<file path="src/design/stmx_defs.svh">
// Offsets, field positions, reset values and sizes of the sidetone mixer
`ifndef STMX_DEFS_SVH
`define STMX_DEFS_SVH

// Register indices; the byte address is four times the index
`define STMX_IDX_POWER_MGMT_FOUR   8'h0B
`define STMX_IDX_PLAYBACK_VOL_L    8'h32
`define STMX_IDX_PLAYBACK_VOL_R    8'h33
`define STMX_IDX_SIDETONE_ROUTE    8'h3C
`define STMX_IDX_SIDETONE_GAIN_DIV 8'h44

// Field positions
`define STMX_PM_LEFT_EN_BIT        4
`define STMX_PM_RIGHT_EN_BIT       5
`define STMX_VOL_EN_BIT            15
`define STMX_GAIN_LEFT_MSB         11
`define STMX_GAIN_LEFT_LSB         8
`define STMX_GAIN_RIGHT_MSB        7
`define STMX_GAIN_RIGHT_LSB        4
`define STMX_SEL_LEFT_MSB          13
`define STMX_SEL_LEFT_LSB          12
`define STMX_SEL_RIGHT_MSB         11
`define STMX_SEL_RIGHT_LSB         10

// Reset values
`define STMX_RST_POWER_MGMT        16'h0000
`define STMX_RST_PLAYBACK_VOL      15'h00C0
`define STMX_RST_ROUTE             16'h0000
`define STMX_RST_GAIN_DIV          16'h0000

// Data path sizes
`define STMX_SAMPLE_W              24
`define STMX_FIFO_DEPTH            32
`define STMX_COEF_FRAC             15

`endif

</file>
<file path="src/design/stmx_pkg.sv">
// Types shared by the sidetone mixer
package stmx_pkg;

  // One stereo sample pair
  typedef struct packed {
    logic signed [23:0] left;
    logic signed [23:0] right;
  } stmx_stereo_type;

  // Sidetone source selector coding
  typedef enum logic [1:0] {
    STMX_SEL_NONE   = 2'b00,
    STMX_SEL_LEFT   = 2'b01,
    STMX_SEL_RIGHT  = 2'b10,
    STMX_SEL_UNUSED = 2'b11
  } stmx_sel_type;

endpackage

</file>
<file path="src/design/stmx_sidetone_mixer.sv">
// Sidetone mixer with playback FIFO, converter enables and Wishbone registers
//
// Notes on behaviour
// - Sidetone added only when sample rates match
// - Selected record sample added per playback channel
// - Record samples taken after the high-pass filter
// - Left gain bits 11:8, -36dB, 3dB steps
// - Right gain bits 7:4, same coding
// - Gain codes 1100 to 1111 give 0dB
// - Left selector bits 13:12: none, left, right
// - Right selector bits 11:10, same coding
// - Both selectors reset to no sidetone
// - Enables at bits 4,5 and bit 15
// - Aliased enable locations share one bit
// - Playback accepts rates 8kHz to 48kHz
//
// Decided for this implementation: the Wishbone slave port.
`timescale 1ns/1ps
`include "stmx_defs.svh"

// Synchronous FIFO with registered ready and valid flags
module stmx_fifo #(
  parameter int WIDTH = 48,
  parameter int DEPTH = 32
) (
  input  wire logic             mclk,
  input  wire logic             sys_rst,
  input  wire logic [WIDTH-1:0] in_data,
  input  wire logic             in_valid,
  output logic                  in_ready,
  output logic [WIDTH-1:0]      out_data,
  output logic                  out_valid,
  input  wire logic             out_ready
);
  localparam int AW = $clog2(DEPTH);

  logic [WIDTH-1:0] mem [DEPTH];   // Storage words
  logic [AW-1:0]    wr_ptr_q;      // Write position
  logic [AW-1:0]    rd_ptr_q;      // Read position
  logic [AW:0]      count_q;       // Words held
  logic [AW:0]      count_d;       // Next word count
  logic             push;          // Word accepted
  logic             pop;           // Word delivered

  assign push      = in_valid && in_ready;
  assign pop       = out_valid && out_ready;
  assign out_data  = mem[rd_ptr_q];

  // Occupancy after this cycle
  always_comb begin
    count_d = count_q;
    if (push && !pop) begin
      count_d = count_q + 1'b1;
    end else if (pop && !push) begin
      count_d = count_q - 1'b1;
    end
  end

  // Storage write; no reset needed on data
  always_ff @(posedge mclk) begin
    if (push) begin
      mem[wr_ptr_q] <= in_data;
    end
  end

  // Pointers and flags; flags registered so they never glitch
  always_ff @(posedge mclk) begin
    if (sys_rst) begin
      wr_ptr_q  <= '0;
      rd_ptr_q  <= '0;
      count_q   <= '0;
      in_ready  <= 1'b0;
      out_valid <= 1'b0;
    end else begin
      count_q   <= count_d;
      in_ready  <= (count_d != DEPTH[AW:0]);
      out_valid <= (count_d != '0);
      if (push) begin
        wr_ptr_q <= wr_ptr_q + 1'b1;
      end
      if (pop) begin
        rd_ptr_q <= rd_ptr_q + 1'b1;
      end
    end
  end
endmodule // stmx_fifo

// Top level: mixes sidetone into the playback stream
module stmx_sidetone_mixer (
  input  wire logic                     mclk,
  input  wire logic                     sys_rst,
  // Wishbone classic slave
  input  wire logic                     wb_cyc_i,
  input  wire logic                     wb_stb_i,
  input  wire logic                     wb_we_i,
  input  wire logic [9:0]               wb_adr_i,
  input  wire logic [3:0]               wb_sel_i,
  input  wire logic [31:0]              wb_dat_i,
  output logic      [31:0]              wb_dat_o,
  output logic                          wb_ack_o,
  // Record and playback share one sample rate
  input  wire logic                     rates_match,
  // High-pass filtered record samples
  input  wire stmx_pkg::stmx_stereo_type record_sample,
  input  wire logic                     record_valid,
  // Playback samples from the audio interface
  input  wire stmx_pkg::stmx_stereo_type playback_sample,
  input  wire logic                     playback_valid,
  output logic                          playback_ready,
  // Mixed samples toward the interpolation path
  output stmx_pkg::stmx_stereo_type     mixed_sample,
  output logic                          mixed_valid,
  input  wire logic                     mixed_ready,
  // Converter enables
  output logic                          left_playback_converter_enable,
  output logic                          right_playback_converter_enable
);
  localparam int SW = `STMX_SAMPLE_W;

  // Register storage; enables live outside the words they alias into
  logic [15:0]  power_mgmt_q;                 // Other power bits
  logic [14:0]  vol_left_q;                   // Left volume word bits 14:0
  logic [14:0]  vol_right_q;                  // Right volume word bits 14:0
  logic [15:0]  route_q;                      // Sidetone route word
  logic [15:0]  gain_div_q;                   // Sidetone gain word
  logic         en_left_q;                    // Single left enable bit
  logic         en_right_q;                   // Single right enable bit

  logic         bus_req;                      // New bus access this cycle
  logic         bus_wr;                       // Acknowledged write this cycle
  logic [7:0]   bus_idx;                      // Register index
  logic [15:0]  rd_word;                      // Read mux result

  stmx_pkg::stmx_stereo_type rec_q;           // Latest record pair
  stmx_pkg::stmx_stereo_type fifo_data;       // FIFO head
  logic         fifo_valid;                   // FIFO head valid
  logic         fifo_ready;                   // Output stage can take
  logic         fifo_in_ready;                // FIFO has room
  logic signed [SW+1:0] scaled_left;          // Scaled left record
  logic signed [SW+1:0] scaled_right;         // Scaled right record

  // Merge byte lanes 0 and 1 into a 16-bit word
  function automatic logic [15:0] lane_merge(input logic [15:0] old_w,
                                             input logic [15:0] new_w,
                                             input logic [1:0]  sel);
    logic [15:0] r;
    r = old_w;
    if (sel[0]) begin
      r[7:0] = new_w[7:0];
    end
    if (sel[1]) begin
      r[15:8] = new_w[15:8];
    end
    return r;
  endfunction

  // Gain coefficient, 0dB equals 2^15
  function automatic logic [16:0] gain_coef(input logic [3:0] code);
    logic [16:0] c;
    case (code)
      4'h0:    c = 17'h00207;               // -36dB
      4'h1:    c = 17'h002DE;               // -33dB
      4'h2:    c = 17'h0040C;               // -30dB
      4'h3:    c = 17'h005B8;               // -27dB
      4'h4:    c = 17'h00813;               // -24dB
      4'h5:    c = 17'h00B68;               // -21dB
      4'h6:    c = 17'h0101D;               // -18dB
      4'h7:    c = 17'h016C3;               // -15dB
      4'h8:    c = 17'h02027;               // -12dB
      4'h9:    c = 17'h02D6B;               // -9dB
      4'hA:    c = 17'h04027;               // -6dB
      4'hB:    c = 17'h05A9E;               // -3dB
      default: c = 17'h08000;               // 0dB for 1100 and above
    endcase
    return c;
  endfunction

  // Scale one record sample; never above unity so 26 bits hold it
  function automatic logic signed [SW+1:0] scale(input logic signed [SW-1:0] s,
                                                 input logic [3:0] code);
    logic signed [41:0] p;
    p = s * $signed({1'b0, gain_coef(code)});
    return p[`STMX_COEF_FRAC+SW+1:`STMX_COEF_FRAC];
  endfunction

  // Add sidetone to one playback sample with saturation
  function automatic logic signed [SW-1:0] mix(input logic signed [SW-1:0] play,
                                               input logic [1:0] sel,
                                               input logic signed [SW+1:0] sl,
                                               input logic signed [SW+1:0] sr,
                                               input logic active);
    logic signed [SW+2:0] side;
    logic signed [SW+2:0] sum;
    logic signed [SW-1:0] r;
    side = '0;
    if (active) begin
      case (stmx_pkg::stmx_sel_type'(sel))
        stmx_pkg::STMX_SEL_LEFT:  side = {sl[SW+1], sl};
        stmx_pkg::STMX_SEL_RIGHT: side = {sr[SW+1], sr};
        default:                  side = '0;
      endcase
    end
    sum = {{3{play[SW-1]}}, play} + side;
    if (sum > $signed({3'b000, 1'b0, {(SW-1){1'b1}}})) begin
      r = {1'b0, {(SW-1){1'b1}}};
    end else if (sum < $signed({3'b111, 1'b1, {(SW-1){1'b0}}})) begin
      r = {1'b1, {(SW-1){1'b0}}};
    end else begin
      r = sum[SW-1:0];
    end
    return r;
  endfunction

  assign bus_idx = wb_adr_i[9:2];
  assign bus_req = wb_cyc_i && wb_stb_i && !wb_ack_o;
  // Writes land at the edge where the master sees ack high, never earlier
  assign bus_wr  = wb_cyc_i && wb_stb_i && wb_we_i && wb_ack_o;

  // Read mux; unmapped indices read zero
  always_comb begin
    rd_word = 16'h0000;
    case (bus_idx)
      `STMX_IDX_POWER_MGMT_FOUR: begin
        rd_word = power_mgmt_q;
        rd_word[`STMX_PM_LEFT_EN_BIT]  = en_left_q;
        rd_word[`STMX_PM_RIGHT_EN_BIT] = en_right_q;
      end
      `STMX_IDX_PLAYBACK_VOL_L:    rd_word = {en_left_q, vol_left_q};
      `STMX_IDX_PLAYBACK_VOL_R:    rd_word = {en_right_q, vol_right_q};
      `STMX_IDX_SIDETONE_ROUTE:    rd_word = route_q;
      `STMX_IDX_SIDETONE_GAIN_DIV: rd_word = gain_div_q;
      default:                     rd_word = 16'h0000;
    endcase
  end

  // Bus answer: ack one cycle after the strobe, dropped the next
  always_ff @(posedge mclk) begin
    if (sys_rst) begin
      wb_ack_o <= 1'b0;
      wb_dat_o <= 32'h00000000;
    end else begin
      wb_ack_o <= bus_req;
      if (bus_req) begin
        wb_dat_o <= {16'h0000, rd_word};
      end
    end
  end

  // Plain register words
  always_ff @(posedge mclk) begin
    if (sys_rst) begin
      power_mgmt_q <= `STMX_RST_POWER_MGMT;
      vol_left_q   <= `STMX_RST_PLAYBACK_VOL;
      vol_right_q  <= `STMX_RST_PLAYBACK_VOL;
      route_q      <= `STMX_RST_ROUTE;
      gain_div_q   <= `STMX_RST_GAIN_DIV;
    end else if (bus_wr) begin
      case (bus_idx)
        `STMX_IDX_POWER_MGMT_FOUR:
          power_mgmt_q <= lane_merge(power_mgmt_q, wb_dat_i[15:0], wb_sel_i[1:0]);
        `STMX_IDX_PLAYBACK_VOL_L:
          vol_left_q <= 15'(lane_merge({1'b0, vol_left_q}, wb_dat_i[15:0], wb_sel_i[1:0]));
        `STMX_IDX_PLAYBACK_VOL_R:
          vol_right_q <= 15'(lane_merge({1'b0, vol_right_q}, wb_dat_i[15:0], wb_sel_i[1:0]));
        `STMX_IDX_SIDETONE_ROUTE:
          route_q <= lane_merge(route_q, wb_dat_i[15:0], wb_sel_i[1:0]);
        `STMX_IDX_SIDETONE_GAIN_DIV:
          gain_div_q <= lane_merge(gain_div_q, wb_dat_i[15:0], wb_sel_i[1:0]);
        default: begin
          // Unmapped writes are dropped
        end
      endcase
    end
  end

  always_ff @(posedge mclk) begin
    if (sys_rst) begin
      en_left_q  <= 1'b0;
      en_right_q <= 1'b0;
    end else if (bus_wr) begin
      if (bus_idx == `STMX_IDX_POWER_MGMT_FOUR && wb_sel_i[0]) begin
        en_left_q  <= wb_dat_i[`STMX_PM_LEFT_EN_BIT];
        en_right_q <= wb_dat_i[`STMX_PM_RIGHT_EN_BIT];
      end
      if (bus_idx == `STMX_IDX_PLAYBACK_VOL_L && wb_sel_i[1]) begin
        en_left_q <= wb_dat_i[`STMX_VOL_EN_BIT];
      end
      if (bus_idx == `STMX_IDX_PLAYBACK_VOL_R && wb_sel_i[1]) begin
        en_right_q <= wb_dat_i[`STMX_VOL_EN_BIT];
      end
    end
  end

  // Enables leave straight from their storage flops
  assign left_playback_converter_enable  = en_left_q;
  assign right_playback_converter_enable = en_right_q;

  always_ff @(posedge mclk) begin
    if (sys_rst) begin
      rec_q <= '0;
    end else if (record_valid) begin
      rec_q <= record_sample;
    end
  end

  stmx_fifo #(
    .WIDTH (2 * SW),
    .DEPTH (`STMX_FIFO_DEPTH)
  ) u_fifo (
    .mclk      (mclk),
    .sys_rst   (sys_rst),
    .in_data   (playback_sample),
    .in_valid  (playback_valid),
    .in_ready  (fifo_in_ready),
    .out_data  (fifo_data),
    .out_valid (fifo_valid),
    .out_ready (fifo_ready)
  );

  // FIFO ready is itself a flop, so the port stays registered
  assign playback_ready = fifo_in_ready;

  assign scaled_left  = scale(rec_q.left,
                              gain_div_q[`STMX_GAIN_LEFT_MSB:`STMX_GAIN_LEFT_LSB]);
  assign scaled_right = scale(rec_q.right,
                              gain_div_q[`STMX_GAIN_RIGHT_MSB:`STMX_GAIN_RIGHT_LSB]);

  // Output stage drains the FIFO whenever it is empty or emptying
  assign fifo_ready = !mixed_valid || mixed_ready;

  // Mixed output register; stalls hold the sample and back up the FIFO
  always_ff @(posedge mclk) begin
    if (sys_rst) begin
      mixed_valid  <= 1'b0;
      mixed_sample <= '0;
    end else if (fifo_ready) begin
      mixed_valid <= fifo_valid;
      if (fifo_valid) begin
        mixed_sample.left  <= mix(fifo_data.left,
                                  route_q[`STMX_SEL_LEFT_MSB:`STMX_SEL_LEFT_LSB],
                                  scaled_left, scaled_right, rates_match);
        mixed_sample.right <= mix(fifo_data.right,
                                  route_q[`STMX_SEL_RIGHT_MSB:`STMX_SEL_RIGHT_LSB],
                                  scaled_left, scaled_right, rates_match);
      end
    end
  end
endmodule // stmx_sidetone_mixer

</file>
<file path="config.mk">
export PLATFORM = sky130hd
export DESIGN_NAME = stmx_sidetone_mixer
export DESIGN_NICKNAME = d
export VERILOG_FILES = /design/src/design/stmx_pkg.sv /design/src/design/stmx_sidetone_mixer.sv
export VERILOG_INCLUDE_DIRS = /design/src /design/src/design
export SDC_FILE = /design/constraint.sdc
export NUM_CORES = 2
export LEC_CHECK = 0
export BUFFER_PORTS_ARGS = -buffer_cell sky130_fd_sc_hd__buf_2
export CAP_MARGIN = 20
export CORE_MARGIN = 3
export CORE_UTILIZATION = 57
export CTS_CLUSTER_SIZE = 24
export DETAILED_ROUTE_END_ITERATION = 10
export GPL_ROUTABILITY_DRIVEN = 0
export PLACE_DENSITY = 0.81
export SLEW_MARGIN = 20
export SYNTH_ARGS = -nofsm -noshare
export SYNTH_HDL_FRONTEND = slang
export SYNTH_SLANG_ARGS = --single-unit
export TNS_END_PERCENT = 100
</file>
<file path="constraint.sdc">
create_clock -name mclk -period 8.59 [get_ports mclk]
set_input_delay 0.859 -clock mclk [delete_from_list [all_inputs] [get_ports mclk]]
set_output_delay 0.859 -clock mclk [all_outputs]
set_load 0.005 [all_outputs]
</file>
==> flow_results.xml <==
<?xml version="1.0" encoding="UTF-8"?>
<metrics>
  <group name="power_and_ir_drop">
    <metric name="vdd_drop_max" unit="µV">319.0</metric>
    <metric name="total_power" unit="W">0.02567</metric>
    <metric name="power.density_cell_area" unit="mW/mm²">229.3</metric>
    <metric name="total_leakage_power" unit="nW">43.29</metric>
  </group>
  <group name="die">
    <metric name="die-height" unit="µm">420.1</metric>
    <metric name="start_util" unit="%">57.54</metric>
    <metric name="die_width" unit="µm">420.1</metric>
    <metric name="top_level_ports" unit="">236</metric>
    <metric name="die_area" unit="mm²">0.1765</metric>
    <metric name="floorplan.core_area" unit="mm²">0.1698</metric>
    <metric name="fp-row-count" unit="">151</metric>
  </group>
  <group name="sta">
    <metric name="max_slew_margin" unit="%">14.40</metric>
    <metric name="number_of_max_slew_violations_in_the_final_report" unit="">0</metric>
    <metric name="clock-skew-final" unit="ns">0.06153</metric>
    <metric name="period_share" unit="%">103.5</metric>
    <metric name="hold_viol" unit="">0</metric>
    <metric name="setup-violations-final" unit="">47</metric>
    <metric name="time_the_worst_path_needs_with_i_o_delays_and_setup" unit="ns">8.891</metric>
    <metric name="fmax" unit="GHz">0.1125</metric>
    <metric name="worstMarginPinSlew" unit="ns">1.284</metric>
    <metric name="post-route-worst-setup-slack" unit="ns">-0.3007</metric>
    <metric name="unrepaired_setup_endpoints_after_global_routing" unit="">yes</metric>
  </group>
  <group name="min_path">
    <metric name="holdCritPathClass" unit="">in -&gt; reg</metric>
  </group>
  <group name="clocking">
    <metric name="tritoncts" unit="">built</metric>
    <metric name="clk_root_buffer_cell" unit="">sky130_fd_sc_hd__clkbuf_16</metric>
    <metric name="cts_sinks" unit="">1783</metric>
    <metric name="h-tree-depth" unit="">4</metric>
    <metric name="worst_setup_hold_path_clk_slew" unit="ns">0.06</metric>
    <metric name="hold_buffers" unit="">0</metric>
    <metric name="cts_buffer_count" unit="">172</metric>
    <metric name="clock_latency_on_the_worst_skew_pair" unit="ns">0.84</metric>
    <metric name="max-clock-path-buffers" unit="">3</metric>
  </group>
  <group name="global_route">
    <metric name="globalRouteOverflowTotal" unit="">0</metric>
    <metric name="largest_net_degree_at_the_start_of_global_routing" unit="">115</metric>
    <metric name="antenna_found_initial" unit="">25</metric>
    <metric name="gr-max-usage-layer" unit="">met2</metric>
    <metric name="global_route.usage.met3" unit="%">7.921</metric>
    <metric name="track_usage" unit="%">34.18</metric>
    <metric name="met2_usage" unit="%">56.67</metric>
    <metric name="via_count_of_the_first_global_routing_pass" unit="">64610</metric>
    <metric name="grt.met1_usage" unit="%">39.09</metric>
    <metric name="grt_pass1_wl" unit="mm">431.9</metric>
  </group>
  <group name="yosys">
    <metric name="synth_cells" unit="">6706</metric>
    <metric name="sequential_area_share_after_synthesis" unit="%">52.26</metric>
    <metric name="ys_types" unit="">82</metric>
    <metric name="synth_enable_flop_cells" unit="">1536</metric>
    <metric name="synth-async-reset-ratio" unit="%">0</metric>
    <metric name="syn_area_per_cell" unit="µm²">14.57</metric>
    <metric name="yosysWarningCount" unit="">0</metric>
    <metric name="mappedNetlistArea" unit="mm²">0.09773</metric>
    <metric name="ys_ff_latch" unit="">1783</metric>
    <metric name="ys_dominant_reg_cell" unit="">sky130_fd_sc_hd__edfxtp_1</metric>
  </group>
  <group name="final_layout">
    <metric name="finalNetCount" unit="">8430</metric>
    <metric name="syn2layout_area_growth" unit="%">14.59</metric>
    <metric name="leading_cell_types_in_the_layout_fill_and_taps_excluded" unit="">sky130_fd_sc_hd__edfxtp_1 (1536), sky130_fd_sc_hd__inv_1 (924), sky130_fd_sc_hd__fa_1 (725)</metric>
    <metric name="fill_cells" unit="">10870</metric>
    <metric name="multi_input_comb_area" unit="mm²">0.04337</metric>
    <metric name="layout.cells.most_common" unit="">sky130_fd_sc_hd__edfxtp_1</metric>
    <metric name="seqCellArea" unit="mm²">0.05115</metric>
    <metric name="final_layout_size_suffix_gt1_share" unit="%">24.74</metric>
  </group>
  <group name="placement">
    <metric name="port_buffers" unit="">199</metric>
    <metric name="dp.final_hpwl" unit="mm">172.6</metric>
    <metric name="pre_cts_ws" unit="ns">-0.8764</metric>
  </group>
  <group name="critical_path">
    <metric name="cp_slowest_cell" unit="">sky130_fd_sc_hd__fa_1</metric>
    <metric name="worstSetupPathType" unit="">reg -&gt; reg</metric>
    <metric name="worst_ep_required_time" unit="ns">9.28</metric>
    <metric name="worst_path_largest_cell_delay" unit="ns">0.55</metric>
    <metric name="path_max_fanout" unit="">12</metric>
    <metric name="timing.critical_path.arrival" unit="ns">9.58</metric>
    <metric name="endpoint_kind" unit="">flip-flop</metric>
    <metric name="startpoint_type" unit="">flip-flop</metric>
  </group>
  <group name="route">
    <metric name="postRouteWirelength" unit="mm">300.6</metric>
    <metric name="drt_first_pass_iters" unit="">8</metric>
    <metric name="initialDrtViolationCount" unit="">7468</metric>
    <metric name="num_vias" unit="">61920</metric>
    <metric name="drc_errors" unit="">0</metric>
    <metric name="post_drt_via_cell_ratio" unit="">6.412</metric>
    <metric name="detail-route-antenna-nets" unit="">0</metric>
    <metric name="post_drt_wl_per_cell" unit="µm">31.13</metric>
  </group>
  <group name="run_status">
    <metric name="status" unit="">complete, but fails checks</metric>
    <metric name="violated_checks" unit="">setup timing</metric>
  </group>
  <group name="job">
    <metric name="max_cap_check_violation_count" unit="">0</metric>
  </group>
</metrics>
## routing by layer
metal  wire, µm  part of all wire, %
met1      93180                   31
met2     149100                   50
met3      31940                   11
met4      26370                  8.8
met5         49                0.016
## metrics by stage
stage | setup TNS [ns] | cells | hold WS [ns] | util (%) | area (µm²)
after floorplan | 0 | 6721 | 0.4413 | - | 97790
after global placement | -27.26 | 9273 | 0.4448 | 61.40 | 104300
after detailed placement | -32.38 | 9273 | 0.4479 | 61.40 | 104300
after CTS | -0.1465 | 9608 | 0.2340 | 65.33 | 111000
after global routing | -23.78 | 9651 | 0.2626 | 65.93 | 112000
final | -8.986 | 9657 | 0.2535 | 65.93 | 112000
## cells by family (layout without fill, tap and decap cells)
family / after synthesis / after routing / share of synthesized area (%)
multiplexers: 674 / 674 / 13.11
other: 1 / 37 / 0.003837
adder cells (fa/ha/maj): 1007 / 1007 / 18.59
AO/OA/AOI/OAI: 529 / 529 / 3.631
buffers and inverters: 1270 / 1967 / 4.979
AND/OR/NAND/NOR: 1322 / 1322 / 6.344
flip-flops: 1783 / 1783 / 52.26
XOR/XNOR: 120 / 120 / 1.083
## cells in the mapped netlist, drive strengths merged (10+ instances only)
master  instances  area share, %
edfxtp       1536             47
inv           940            3.6
fa            742             15
nand2         568            2.2
mux4          480             11
and2          330            2.1
nor2          277            1.1
ha            265            3.4
clkbuf        258           0.99
dfxtp         247            5.1
a21oi         151           0.86
mux2i         145            1.5
o21ai         121           0.63
xnor2          74           0.66
buf            72           0.38
a21o           49           0.38
mux2           49           0.56
xor2           46           0.42
a22o           36           0.32
a22oi          34           0.26
a211oi         31           0.26
nand3          26           0.13
nor3           26           0.13
nand4          18           0.12
nand2b         16           0.10
o211ai         15           0.12
and3           14          0.090
nor2b          13          0.083
o21bai         13           0.10
o22ai          12          0.077
a31oi          11          0.077
o21a           10          0.077
## final cells by class
type                            count  area share, %
Antenna cell                       21        0.04692
Clock inverter                    115          1.202
Inverter                          940          3.151
Multi-Input combinational cell   3668          38.73
Sequential cell                  1783          45.67
Clock buffer                      205          3.990
Timing Repair Buffer              707          4.735
Tap cell                         2218          2.478
## state kept, by name, indices dropped and copies added (netlist names), named ones only
signal                           count
gain_div_q                          16
left_playback_converter_enable       1
mixed_sample                        48
mixed_valid                          1
power_mgmt_q                        14
rec_q                               48
right_playback_converter_enable      1
route_q                             16
u_fifo.count_q                       6
u_fifo.in_ready                      1
u_fifo.mem                        1536
u_fifo.out_valid                     1
u_fifo.rd_ptr_q                      5
u_fifo.wr_ptr_q                      5
vol_left_q                          15
vol_right_q                         15
wb_ack_o                             1
wb_dat_o                            16
## report_power, final
group | switching, W | internal (W) | total [W] | leakage (nW)
Clock | 0.00366 | 0.00434 | 0.00800 | 2.84
Combinational | 0.00428 | 0.00350 | 0.00779 | 24.6
Sequential | 0.000235 | 0.00965 | 0.00989 | 15.9
Total | 0.00818 | 0.0175 | 0.0257 | 43.3
## worst max-delay path, delay by kind of cell, from the launching register on
family                   cells  cell delay [ns]
buffers and inverters       13             1.63
XOR/XNOR                     2             0.46
AND/OR/NAND/NOR              4             0.79
AO/OA/AOI/OAI               11             1.85
adder cells (fa/ha/maj)      8             3.63
flip-flops                   1             0.38
## path summary, 6_finish.rpt
| check | slack, ns | startpoint | cells after the start | to |
|---|---|---|---|---|
| hold / removal | 0.25 | record_sample[6] | 3 | rec_q[6]$_SDFFE_PP0P_ |
| setup / recovery | -0.30 | flip-flop | 38 | mixed_sample[32]$_SDFFE_PP0P_ |
| hold reg to reg | 0.46 | mixed_sample[47]$_SDFFE_PP0P_ | 2 | mixed_sample[47]$_SDFFE_PP0P_ |
| setup reg to reg | -0.30 | flip-flop | 38 | mixed_sample[32]$_SDFFE_PP0P_ |
## what timing repair did
action,in CTS,in global routing
pin swaps,83,94
setup endpoints to repair,48,48
resized for setup,163,136
setup buffers,13,25
cloned,2,2
(Power assumes the default switching activity.)
